`src/hw/nio_pkg.sv`:
```
// Shared constants and command codes for the nibble I/O port block.
// Assumes one system clock; all pin inputs are synchronous to it.
package nio_pkg;

   localparam int NIO_W = 4;

   // Port output configuration fields
   localparam int NIO_CFG_OD_A = 0;
   localparam int NIO_CFG_OD_B = 1;
   localparam int NIO_CFG_PULLUP = 2;

   // Bit of the 8-bit hold and interrupt masks that belongs to the input group
   localparam int NIO_EVT_BIT = 2;

   // Reset values
   localparam logic [3:0] NIO_CFG_RST = 4'h0;
   localparam logic [3:0] NIO_DIR_RST = 4'hf;
   localparam logic [3:0] NIO_OUT_RST = 4'hf;
   localparam logic [3:0] NIO_LATCH_RST = 4'hf;
   localparam logic [3:0] NIO_MASK_RST = 4'h0;
   localparam logic [3:0] NIO_STAT_RST = 4'h0;

   // Port and mode instructions
   typedef enum logic [4:0] {
      NIO_NOP      = 5'h00,
      NIO_WR_CFG   = 5'h01,
      NIO_WR_DIR_A = 5'h02,
      NIO_WR_DIR_B = 5'h03,
      NIO_WR_DIR_D = 5'h04,
      NIO_WR_CHG   = 5'h05,
      NIO_WR_HOLD  = 5'h06,
      NIO_WR_IRQ   = 5'h07,
      NIO_WR_STOP  = 5'h08,
      NIO_WR_A     = 5'h09,
      NIO_WR_B     = 5'h0a,
      NIO_WR_D     = 5'h0b,
      NIO_WR_LED   = 5'h0c,
      NIO_WR_PLAIN = 5'h0d,
      NIO_RD_A     = 5'h0e,
      NIO_RD_B     = 5'h0f,
      NIO_RD_D     = 5'h10,
      NIO_RD_STAT  = 5'h11,
      NIO_CLR_STAT = 5'h12,
      NIO_CLR_EVT  = 5'h13
   } nio_cmd_t;

endpackage

```
`src/hw/nio_pin_drive.sv`:
```
// Registered pin driver for one 4-bit bidirectional group.
// Assumes the pad resolves the wire from out and oe_n; oe_n low means driving.
`timescale 1ns/100ps
module nio_pin_drive #(
   parameter int W = 4,
   parameter bit HAS_OD = 1'b1
) (
   input wire logic mclk, // System clock
   input wire logic arst_n, // Asynchronous reset, active low
   input wire logic [W-1:0] dir, // 0 output, 1 input
   input wire logic [W-1:0] data, // Output latch
   input wire logic od, // Open-drain select
   output logic [W-1:0] pin_out, // Pad output level
   output logic [W-1:0] pin_oe_n // Pad enable, low drives
);
   wire logic use_od;
   wire logic [W-1:0] next_out;
   wire logic [W-1:0] next_oe_n;

   // Open drain only pulls low; a high bit floats the pad
   assign use_od = HAS_OD & od;
   assign next_out = use_od ? '0 : data;
   assign next_oe_n = dir | (use_od ? data : '0);

   always_ff @(posedge mclk or negedge arst_n) begin
      if (!arst_n) begin
         pin_out <= '0;
         pin_oe_n <= '1;
      end else begin
         pin_out <= next_out;
         pin_oe_n <= next_oe_n;
      end
   end
endmodule

```
`src/hw/nio_change_det.sv`:
```
// Synchroniser and change/falling-edge detector for the input-only group.
// Assumes pins are slow against the system clock.
`timescale 1ns/100ps
module nio_change_det #(
   parameter int W = 4
) (
   input wire logic mclk, // System clock
   input wire logic arst_n, // Asynchronous reset, active low
   input wire logic [W-1:0] pins, // Raw input pins
   output logic [W-1:0] level, // Synchronised level
   output logic [W-1:0] chg, // Any change this cycle
   output logic [W-1:0] fall // Falling edge this cycle
);
   logic [W-1:0] meta;
   logic [W-1:0] prev;
   logic [2:0] primed;

   // Compare two synchronised samples only once both are real
   assign chg = primed[2] ? (level ^ prev) : '0;
   assign fall = primed[2] ? (prev & ~level) : '0;

   always_ff @(posedge mclk or negedge arst_n) begin
      if (!arst_n) begin
         meta <= '0;
         level <= '0;
         prev <= '0;
         primed <= 3'h0;
      end else begin
         meta <= pins;
         level <= meta;
         prev <= level;
         primed <= {primed[1:0], 1'b1};
      end
   end
endmodule

```
`src/hw/nio_ports.sv`:
```
// Parallel nibble I/O ports: three bidirectional groups, one input group
// with change status and wake logic, and two output-only groups.
// Assumes one instruction per cycle on the command port; pins are synchronous.
//
// What this block does
// [RULE_01] Config bit 0: group A open drain
// [RULE_02] Config bit 1: group B open drain
// [RULE_03] Config bit 2 enables input pull-ups
// [RULE_04] Group D always push-pull when output
// [RULE_05] Group A direction: 0 output, reset ones
// [RULE_06] Group B direction: 0 output, reset ones
// [RULE_07] Group D direction: 0 output, reset ones
// [RULE_08] All bidirectional pins are inputs after reset
// [RULE_09] Read returns pins; write loads output latch
// [RULE_10] Input pin change sets its status bit
// [RULE_11] Status read-only, cleared by clear instruction
// [RULE_12] Change wakes or interrupts only when masks set
// [RULE_13] Masked falling edge exits stop mode
// [RULE_14] LED write drives high-sink pins
// [RULE_15] Plain output write drives its pins
// [RULE_16] Pull-ups disabled after reset
// [RULE_17] Groups A, B push-pull after reset
// [RULE_18] Per-pin change mask gates wake and interrupt
// [RULE_19] Inputs synchronised, change by sample compare
// [RULE_20] New change wins over same-cycle clear
`timescale 1ns/100ps
module nio_ports
   import nio_pkg::*;
(
   input wire logic mclk, // System clock, 250 MHz
   input wire logic arst_n, // Asynchronous reset, active low
   input wire logic cmd_valid, // Instruction strobe
   input wire nio_pkg::nio_cmd_t cmd_op, // Instruction code
   input wire logic [7:0] cmd_data, // Immediate or register operand
   input wire logic irq_ack, // Interrupt accepted, clears event
   output logic rd_valid, // Read data valid
   output logic [3:0] rd_data, // Read data
   input wire logic [3:0] pin_a_in, // Group A pad level
   output logic [3:0] pin_a_out, // Group A pad output
   output logic [3:0] pin_a_oe_n, // Group A pad enable, low drives
   input wire logic [3:0] pin_b_in, // Group B pad level
   output logic [3:0] pin_b_out, // Group B pad output
   output logic [3:0] pin_b_oe_n, // Group B pad enable, low drives
   input wire logic [3:0] pin_d_in, // Group D pad level
   output logic [3:0] pin_d_out, // Group D pad output
   output logic [3:0] pin_d_oe_n, // Group D pad enable, low drives
   input wire logic [3:0] pin_c_in, // Input-only group pads
   output logic pullup_en, // Input group pull-up enable
   output logic [3:0] led_sink_out, // High-sink LED pins
   output logic [3:0] plain_out_group, // Output-only pins
   output logic hold_release, // Hold release request
   output logic irq_req, // Interrupt request
   output logic stop_wake // Stop-mode exit pulse
);

   ////////////////////////////////////////////////////////////////////////////
   // Register state

   logic [3:0] port_output_config;
   logic [3:0] group_a_direction;
   logic [3:0] group_b_direction;
   logic [3:0] group_d_direction;
   logic [3:0] latch_a;
   logic [3:0] latch_b;
   logic [3:0] latch_d;
   logic [3:0] change_detect_mask;
   logic hold_wake_mask;
   logic irq_mask;
   logic [3:0] stop_wake_mask;
   logic [3:0] change_status;
   logic rc_event;

   ////////////////////////////////////////////////////////////////////////////
   // Instruction decode

   wire logic wr_cfg;
   wire logic wr_dir_a;
   wire logic wr_dir_b;
   wire logic wr_dir_d;
   wire logic wr_chg;
   wire logic wr_hold;
   wire logic wr_irq;
   wire logic wr_stop;
   wire logic wr_a;
   wire logic wr_b;
   wire logic wr_d;
   wire logic wr_led;
   wire logic wr_plain;
   wire logic rd_any;
   wire logic clr_stat;
   wire logic clr_evt;
   wire logic [3:0] nib;

   assign nib = cmd_data[3:0];
   assign wr_cfg = cmd_valid && (cmd_op == NIO_WR_CFG);
   assign wr_dir_a = cmd_valid && (cmd_op == NIO_WR_DIR_A);
   assign wr_dir_b = cmd_valid && (cmd_op == NIO_WR_DIR_B);
   assign wr_dir_d = cmd_valid && (cmd_op == NIO_WR_DIR_D);
   assign wr_chg = cmd_valid && (cmd_op == NIO_WR_CHG);
   assign wr_hold = cmd_valid && (cmd_op == NIO_WR_HOLD);
   assign wr_irq = cmd_valid && (cmd_op == NIO_WR_IRQ);
   assign wr_stop = cmd_valid && (cmd_op == NIO_WR_STOP);
   assign wr_a = cmd_valid && (cmd_op == NIO_WR_A);
   assign wr_b = cmd_valid && (cmd_op == NIO_WR_B);
   assign wr_d = cmd_valid && (cmd_op == NIO_WR_D);
   assign wr_led = cmd_valid && (cmd_op == NIO_WR_LED);
   assign wr_plain = cmd_valid && (cmd_op == NIO_WR_PLAIN);
   assign clr_stat = cmd_valid && (cmd_op == NIO_CLR_STAT);
   assign clr_evt = (cmd_valid && (cmd_op == NIO_CLR_EVT)) || irq_ack;
   assign rd_any = cmd_valid && ((cmd_op == NIO_RD_A) || (cmd_op == NIO_RD_B) ||
                                 (cmd_op == NIO_RD_D) || (cmd_op == NIO_RD_STAT));

   ////////////////////////////////////////////////////////////////////////////
   // Mode and direction registers

   always_ff @(posedge mclk or negedge arst_n) begin
      if (!arst_n) begin
         port_output_config <= NIO_CFG_RST; // see [RULE_16] see [RULE_17]
         group_a_direction <= NIO_DIR_RST; // see [RULE_05] see [RULE_08]
         group_b_direction <= NIO_DIR_RST; // see [RULE_06] see [RULE_08]
         group_d_direction <= NIO_DIR_RST; // see [RULE_07] see [RULE_08]
         change_detect_mask <= NIO_MASK_RST;
         hold_wake_mask <= 1'b0;
         irq_mask <= 1'b0;
         stop_wake_mask <= NIO_MASK_RST;
      end else begin
         if (wr_cfg) begin
            port_output_config <= {1'b0, nib[2:0]}; // see [RULE_03]
         end
         if (wr_dir_a) begin
            group_a_direction <= nib; // see [RULE_05]
         end
         if (wr_dir_b) begin
            group_b_direction <= nib; // see [RULE_06]
         end
         if (wr_dir_d) begin
            group_d_direction <= nib; // see [RULE_07]
         end
         if (wr_chg) begin
            change_detect_mask <= nib; // see [RULE_18]
         end
         if (wr_hold) begin
            hold_wake_mask <= cmd_data[NIO_EVT_BIT];
         end
         if (wr_irq) begin
            irq_mask <= cmd_data[NIO_EVT_BIT];
         end
         if (wr_stop) begin
            stop_wake_mask <= nib;
         end
      end
   end

   ////////////////////////////////////////////////////////////////////////////
   // Output latches and output-only groups

   always_ff @(posedge mclk or negedge arst_n) begin
      if (!arst_n) begin
         latch_a <= NIO_LATCH_RST;
         latch_b <= NIO_LATCH_RST;
         latch_d <= NIO_LATCH_RST;
         led_sink_out <= NIO_OUT_RST;
         plain_out_group <= NIO_OUT_RST;
      end else begin
         if (wr_a) begin
            latch_a <= nib; // see [RULE_09]
         end
         if (wr_b) begin
            latch_b <= nib; // see [RULE_09]
         end
         if (wr_d) begin
            latch_d <= nib; // see [RULE_09]
         end
         if (wr_led) begin
            led_sink_out <= nib; // see [RULE_14]
         end
         if (wr_plain) begin
            plain_out_group <= nib; // see [RULE_15]
         end
      end
   end

   ////////////////////////////////////////////////////////////////////////////
   // Bidirectional pin drivers

   nio_pin_drive #(.W(NIO_W), .HAS_OD(1'b1)) u_drive_a (
      .mclk(mclk),
      .arst_n(arst_n),
      .dir(group_a_direction),
      .data(latch_a),
      .od(port_output_config[NIO_CFG_OD_A]), // see [RULE_01]
      .pin_out(pin_a_out),
      .pin_oe_n(pin_a_oe_n)
   );

   nio_pin_drive #(.W(NIO_W), .HAS_OD(1'b1)) u_drive_b (
      .mclk(mclk),
      .arst_n(arst_n),
      .dir(group_b_direction),
      .data(latch_b),
      .od(port_output_config[NIO_CFG_OD_B]), // see [RULE_02]
      .pin_out(pin_b_out),
      .pin_oe_n(pin_b_oe_n)
   );

   // Group D has no open-drain option
   nio_pin_drive #(.W(NIO_W), .HAS_OD(1'b0)) u_drive_d (
      .mclk(mclk),
      .arst_n(arst_n),
      .dir(group_d_direction),
      .data(latch_d),
      .od(1'b0), // see [RULE_04]
      .pin_out(pin_d_out),
      .pin_oe_n(pin_d_oe_n)
   );

   ////////////////////////////////////////////////////////////////////////////
   // Input group: change status, event and wake

   wire logic [3:0] c_level;
   wire logic [3:0] c_chg;
   wire logic [3:0] c_fall;
   wire logic evt_set;
   wire logic next_hold;
   wire logic next_irq;
   wire logic next_stop;

   nio_change_det #(.W(NIO_W)) u_det_c (
      .mclk(mclk),
      .arst_n(arst_n),
      .pins(pin_c_in), // see [RULE_19]
      .level(c_level),
      .chg(c_chg),
      .fall(c_fall)
   );

   assign evt_set = |(c_chg & change_detect_mask); // see [RULE_18]
   assign next_hold = rc_event && hold_wake_mask; // see [RULE_12]
   assign next_irq = rc_event && irq_mask; // see [RULE_12]
   assign next_stop = |(c_fall & stop_wake_mask); // see [RULE_13]

   always_ff @(posedge mclk or negedge arst_n) begin
      if (!arst_n) begin
         change_status <= NIO_STAT_RST;
         rc_event <= 1'b0;
         hold_release <= 1'b0;
         irq_req <= 1'b0;
         stop_wake <= 1'b0;
         pullup_en <= 1'b0;
      end else begin
         // A change in the clearing cycle survives the clear
         change_status <= (clr_stat ? '0 : change_status) | c_chg; // see [RULE_10] see [RULE_20]
         rc_event <= (rc_event && !clr_evt) || evt_set; // see [RULE_20]
         hold_release <= next_hold;
         irq_req <= next_irq;
         stop_wake <= next_stop;
         pullup_en <= port_output_config[NIO_CFG_PULLUP]; // see [RULE_03]
      end
   end

   ////////////////////////////////////////////////////////////////////////////
   // Read path

   logic [3:0] next_rd;

   always_comb begin
      next_rd = 4'h0;
      unique case (cmd_op)
         NIO_RD_A: next_rd = pin_a_in; // see [RULE_09]
         NIO_RD_B: next_rd = pin_b_in; // see [RULE_09]
         NIO_RD_D: next_rd = pin_d_in; // see [RULE_09]
         NIO_RD_STAT: next_rd = change_status; // see [RULE_11]
         default: next_rd = 4'h0;
      endcase
   end

   always_ff @(posedge mclk or negedge arst_n) begin
      if (!arst_n) begin
         rd_valid <= 1'b0;
         rd_data <= 4'h0;
      end else begin
         rd_valid <= rd_any;
         rd_data <= rd_any ? next_rd : 4'h0;
      end
   end

   ////////////////////////////////////////////////////////////////////////////
   // Checks

   od_a_float_a: assert property ( // see [RULE_01]
      @(posedge mclk) disable iff (!arst_n)
      (port_output_config[0] && !group_a_direction[0] && latch_a[0])
      |=> (pin_a_oe_n[0] && !pin_a_out[0]))
      else $error("group A open drain drove a high");

   od_b_low_a: assert property ( // see [RULE_02]
      @(posedge mclk) disable iff (!arst_n)
      (port_output_config[1] && !group_b_direction[1] && !latch_b[1])
      |=> (!pin_b_oe_n[1] && !pin_b_out[1]))
      else $error("group B open drain did not pull low");

   pullup_follow_a: assert property ( // see [RULE_03]
      @(posedge mclk) disable iff (!arst_n)
      wr_cfg |=> ##1 (pullup_en == $past(cmd_data[2], 2)))
      else $error("pull-up enable does not follow config");

   d_push_pull_a: assert property ( // see [RULE_04]
      @(posedge mclk) disable iff (!arst_n)
      (group_d_direction == 4'h0) |=> (pin_d_oe_n == 4'h0 && pin_d_out == $past(latch_d)))
      else $error("group D not driving push-pull");

   dir_a_input_a: assert property ( // see [RULE_05]
      @(posedge mclk) disable iff (!arst_n)
      (wr_dir_a && nib == 4'hf) |=> ##1 (pin_a_oe_n == 4'hf))
      else $error("group A not released to input");

   dir_b_output_a: assert property ( // see [RULE_06]
      @(posedge mclk) disable iff (!arst_n)
      (wr_dir_b && nib == 4'h0 && !port_output_config[1]) |=> ##1 (pin_b_oe_n == 4'h0))
      else $error("group B not driving after direction write");

   stat_set_a: assert property ( // see [RULE_10]
      @(posedge mclk) disable iff (!arst_n)
      c_chg[0] |=> change_status[0] ##1 (change_status[0] || $past(clr_stat)))
      else $error("change status bit 0 not set by change");

   stat_clear_a: assert property ( // see [RULE_11]
      @(posedge mclk) disable iff (!arst_n)
      (clr_stat && c_chg == 4'h0) |=> (change_status == 4'h0))
      else $error("change status not cleared");

   set_wins_a: assert property ( // see [RULE_20]
      @(posedge mclk) disable iff (!arst_n)
      (clr_stat && c_chg != 4'h0) |=> ((change_status & $past(c_chg)) == $past(c_chg)))
      else $error("change lost to same-cycle clear");

   irq_gate_a: assert property ( // see [RULE_12]
      @(posedge mclk) disable iff (!arst_n)
      (evt_set && irq_mask && !wr_irq) |=> ##1 irq_req)
      else $error("masked change gave no interrupt");

   mask_block_a: assert property ( // see [RULE_18]
      @(posedge mclk) disable iff (!arst_n)
      (c_chg != 4'h0 && (c_chg & change_detect_mask) == 4'h0 && !rc_event) |=> !rc_event)
      else $error("event raised with change mask clear");

   stop_wake_a: assert property ( // see [RULE_13]
      @(posedge mclk) disable iff (!arst_n)
      $fell(c_level[3]) && stop_wake_mask[3] |=> stop_wake)
      else $error("falling edge did not wake from stop");

   led_write_a: assert property ( // see [RULE_14]
      @(posedge mclk) disable iff (!arst_n)
      wr_led |=> (led_sink_out == $past(nib)))
      else $error("LED pins do not show written nibble");

   plain_write_a: assert property ( // see [RULE_15]
      @(posedge mclk) disable iff (!arst_n)
      wr_plain |=> (plain_out_group == $past(nib)))
      else $error("output group does not show written nibble");

   read_pins_a: assert property ( // see [RULE_09]
      @(posedge mclk) disable iff (!arst_n)
      (cmd_valid && cmd_op == NIO_RD_A) |=> (rd_valid && rd_data == $past(pin_a_in)))
      else $error("group A read does not return pins");

endmodule

```
`config.mk`:
```
export PLATFORM = sky130hd
export DESIGN_NAME = nio_ports
export DESIGN_NICKNAME = d
export VERILOG_FILES = /design/src/hw/nio_pkg.sv /design/src/hw/nio_pin_drive.sv /design/src/hw/nio_change_det.sv /design/src/hw/nio_ports.sv
export SDC_FILE = /design/constraint.sdc
export NUM_CORES = 1
export LEC_CHECK = 0
export BUFFER_PORTS_ARGS = -buffer_cell sky130_fd_sc_hd__buf_2
export CAP_MARGIN = 20
export CORE_ASPECT_RATIO = 0.8
export CORE_MARGIN = 2
export CORE_UTILIZATION = 58
export DETAILED_ROUTE_END_ITERATION = 6
export MAX_ROUTING_LAYER = met4
export PLACE_DENSITY = 0.8
export SLEW_MARGIN = 0
export SYNTH_ARGS = -nofsm -noshare
export SYNTH_HDL_FRONTEND = slang
export SYNTH_HIERARCHICAL = 1
export SYNTH_SLANG_ARGS = --single-unit
```
`constraint.sdc`:
```
create_clock -name mclk -period 2.2 [get_ports mclk]
set_input_delay 0.66 -clock mclk [delete_from_list [all_inputs] [get_ports mclk]]
set_output_delay 0.66 -clock mclk [all_outputs]
set_load 0.02 [all_outputs]
```
== Yosys cells after proc, flatten, opt, wreduce, memory -nomap -nowiden ==
Index checks and enable logic that the tools add are counted.

* Flip-flop bits (word level): 98
* Input bits: 33
* Output and inout port bits: 41
* Logic and storage cells: 94

* Equality and inequality tests: 19
* Multiplexer cells: 9
* Bitwise operators: 8
* Reductions and logical operators: 27

{| class="wikitable"
|+ Operators with widths
! cell !! count
|-
| == test 5 x 4 -> 1 bit (second input constant) || 8
|-
| 2-to-1 mux 4 bit || 8
|-
| == test 5 x 3 -> 1 bit (second input constant) || 4
|-
| == test 5 bit (second input constant) || 4
|-
| logical AND 1 bit || 19
|-
| case mux 4 bit (4 select lines) || 1
|-
| bitwise AND 4 bit || 3
|-
| bitwise OR 4 bit || 3
|-
| == test 5 x 2 -> 1 bit (second input constant) || 2
|-
| OR reduction 4 bit || 2
|-
| == test 5 x 1 -> 1 bit (second input constant) || 1
|-
| logical OR 1 bit || 5
|-
| NOT 4 bit || 1
|-
| XOR 4 bit || 1
|-
| zero test 1 bit || 1
|}

== Depth between registers and ports, before layout ==
* Depth after elaboration: 6
* Mapped depth: 5
* Mapped depth without buffers: 5

== Hierarchy ==
The synthesis kept the hierarchy.

{| class="wikitable"
|+ By module, submodules not included
! module !! times used !! cells each !! area an instance (µm²) !! sequential area each (µm²)
|-
| nio_ports || 1 || 180 || 2538.7 || 1516.5
|-
| nio_pin_drive (u_drive_a ...) || 2 || 16 || 260.2 || 205.2
|-
| nio_change_det || 1 || 32 || 506.7 || 375.4
|-
| nio_pin_drive (u_drive_d) || 1 || 8 || 205.2 || 205.2
|}

== Worst setup path before layout ==
Ideal clock, no wire load.

* Kind: input to register
* Start: input port cmd_op[4]
* End: register led_sink_out[0]
* Library setup time: 82 ps
* Data arrival time: 1574 ps
* Required time: 2118 ps
* Path slack: 544 ps
* Stages: 5
* Buffers on the path: 2
* Path through: and3b_1 -> buf_2 -> and3_1 -> buf_6 -> mux2_4

* Longest elaborated chain between the ends: 2

{| class="wikitable"
|+ Ends and longest elaborated chain
! element !! line !! source
|-
| start, declared || nio_ports.sv:33 || <nowiki>input wire nio_pkg::nio_cmd_t cmd_op,</nowiki>
|-
| == test 5 x 4 -> 1 bit || nio_ports.sv:106 || <nowiki>assign wr_led = cmd_valid && (cmd_op == NIO_WR_LED);</nowiki>
|-
| logical AND 1 bit || nio_ports.sv:106 ||
|-
| end signal, assigned || nio_ports.sv:175 || <nowiki>led_sink_out <= nib;</nowiki>
|-
| end, declared || nio_ports.sv:49 || <nowiki>output logic [3:0] led_sink_out,</nowiki>
|}

No other way between the ends.
A chain may end at the register's enable or synchronous reset.

== Worst setup path after layout ==
* Start: register led_sink_out[3]
* End: output port led_sink_out[3]

No word-level cell between the ends.

==> impl_metrics.py <==
metrics = {
    "outcome": {
        "status": "complete, no violations",
    },
    "synthesis": {
        "avgSynthCellArea_um2": 15.0,
        "synth_area_um2": 3770,
        "syn_inst": 251,
        "syn_nets": 288,
        "yosysWarningCount": 6,
    },
    "sta": {
        "maxSlewViolCount": 0,
        "rsz0062_at_grt": "false",
        "max_freq_mhz": 577,
        "slew_headroom": 0.660,
        "setup_ws_ps": 467,
        "period_share": 0.788,
        "setup_viol": 0,
        "tightest_slew_ps": 508,
        "timing.final.hold_violations": 0,
        "min_period_ps": 1730,
        "setup-tns-final_ps": 0,
        "fin_skew_ps": 7.15,
    },
    "worst_setup_path": {
        "crit_path_end_kind": "output port",
        "rr_worst_depth": 5,
        "criticalPathCategory": "reg -> out",
        "crit_cells": 1,
        "crit_chain": "buf_2",
        "cpPeakStageDelay_ps": 560,
        "arrival_ps": 1070,
        "path_delay_family": "flip-flops",
        "startpoint_type": "flop",
        "required_ps": 1540,
        "critPathBufInv": 1,
        "crit_path_max_fanout": 2,
        "cp_slowest_cell": "dfstp_2",
    },
    "placed_design": {
        "gp_congestion": 0.788,
        "dp_hpwl_mm": 4.69,
        "place_ws_ps": 212,
        "portBuffers": 69,
        "dp.cells": 399,
    },
    "clock_tree": {
        "hold_buffers": 0,
        "clock_path_buffers": 2,
        "post_cts_buffers": 0,
        "cts_resized": 0,
        "ctsRootBufferMaster": "clkbuf_8",
        "clkLatencyLatePin_ps": 360,
        "cts_made_buffers": 9,
        "htreeDepth": 3,
        "clkTransAtPathRegs_ps": 90,
        "cts_sinks": 98,
        "cts_tree": "built",
    },
    "die": {
        "ios": 74,
        "dieArea_um2": 7160,
        "die_h_um": 76.1,
        "start_util": 0.594,
        "design.core.area_um2": 6340,
        "rows": 26,
        "die_x_um": 94.1,
    },
    "routing": {
        "drt-initial-drc-count": 107,
        "vias_per_cell": 5.39,
        "drc": 0,
        "antenna_left": 0,
        "routed_wl_mm": 6.68,
        "routedWlPerCell_um": 16.1,
        "via_count": 2236,
        "drt-pass1-iter-count": 4,
    },
    "grt": {
        "antenna_found_initial": 0,
        "first_global_vias": 2237,
        "track_usage": 0.214,
        "grt_max_degree": 52,
        "grt_pass1_wl_mm": 11.2,
        "gr-total-overflow": 0,
    },
    "finish": {
        "layout_common_cells": "buf_2 (68), dfrtp_1 (54), dfstp_2 (44)",
        "final_cells": 415,
        "drive_gt1_frac": 0.453,
        "nets": 363,
        "antenna_cells": 0,
        "layout_commonest_cell": "buf_2",
        "fillers": 477,
        "multiInputGateArea_um2": 1180,
        "regArea_um2": 2510,
        "syn_to_final_growth_pct": 17.4,
        "fin_util": 0.697,
    },
    "power": {
        "powerDensity_nw_per_um2": 948,
        "ir_drop_v": 0.000562,
        "p_leak_nw": 2.15,
    },
    "hold_path": {
        "hold_class": "in -> async",
    },
    "run": {
        "cap_violations": 0,
    },
}
[layout make-up]
type / instances / share of cell area
tap: 84 / 0.0238
multi-input combinational: 137 / 0.267
clock inverter: 4 / 0.0113
clock buffer: 12 / 0.0354
timing repair buffer: 74 / 0.0900
sequential: 98 / 0.567
inverter: 6 / 0.00509
[power breakdown]
group	internal [mW]	switching [mW]	leakage, nW
clock network	0.593	0.577	0.0977
registers	2.21	0.136	1.13
logic	0.295	0.385	0.925
[state kept, by name (all words and copies together) (netlist names), 3 cells and up]
signal,cells
u_drive_b/pin_out,4
latch_d,4
u_drive_a/pin_oe_n,4
stop_wake_mask,4
group_d_direction,4
led_sink_out,4
change_detect_mask,4
u_det_c/level,4
port_output_config,3
u_drive_b/pin_oe_n,4
latch_a,4
u_det_c/meta,4
u_drive_d/pin_out,4
group_a_direction,4
u_drive_a/pin_out,4
rd_data,4
group_b_direction,4
u_drive_d/pin_oe_n,4
change_status,4
u_det_c/primed,3
plain_out_group,4
latch_b,4
u_det_c/prev,4
[through the flow]
| step | instance area (um^2) | power (mW) | hold slack (ps) |
|---|---|---|---|
| after floorplan | 3770 | 2.78 | 331 |
| after global placement | 4220 | 3.03 | 332 |
| after detailed placement | 4220 | 3.07 | 336 |
| after CTS | 4420 | 4.25 | 192 |
| after global routing | 4420 | 4.40 | 204 |
| final | 4420 | 4.19 | 204 |
[path summary, 6_finish.rpt]
check | from | endpoint | slack (ps)
worst min-delay path | arst_n | u_drive_a/pin_out[0]$_DFF_PN0_ | 200
min in group mclk | u_det_c/meta[2]$_DFF_PN0_ | u_det_c/level[2]$_DFF_PN0_ | 350
worst max register to register | u_det_c/level[1]$_DFF_PN0_ | rc_event$_DFF_PN0_ | 920
worst min register to register | u_det_c/meta[2]$_DFF_PN0_ | u_det_c/level[2]$_DFF_PN0_ | 350
max in group asynchronous | arst_n | group_d_direction[3]$_DFFE_PN1P_ | 1360
worst max-delay path | led_sink_out[3]$_DFFE_PN1P_ | led_sink_out[3] | 470
[per-layer routing]
| layer | share of wire | GRT usage | up-vias |
|---|---|---|---|
| met1 | 0.46 | 0.292 | 1117 |
| met5 | 0 | - | - |
| li1 | - | - | 1025 |
| met3 | 0.059 | 0.0554 | 17 |
| met2 | 0.46 | 0.309 | 77 |
| met4 | 0.022 | 0.0870 | 0 |
Power figures use the tool's default switching activity.
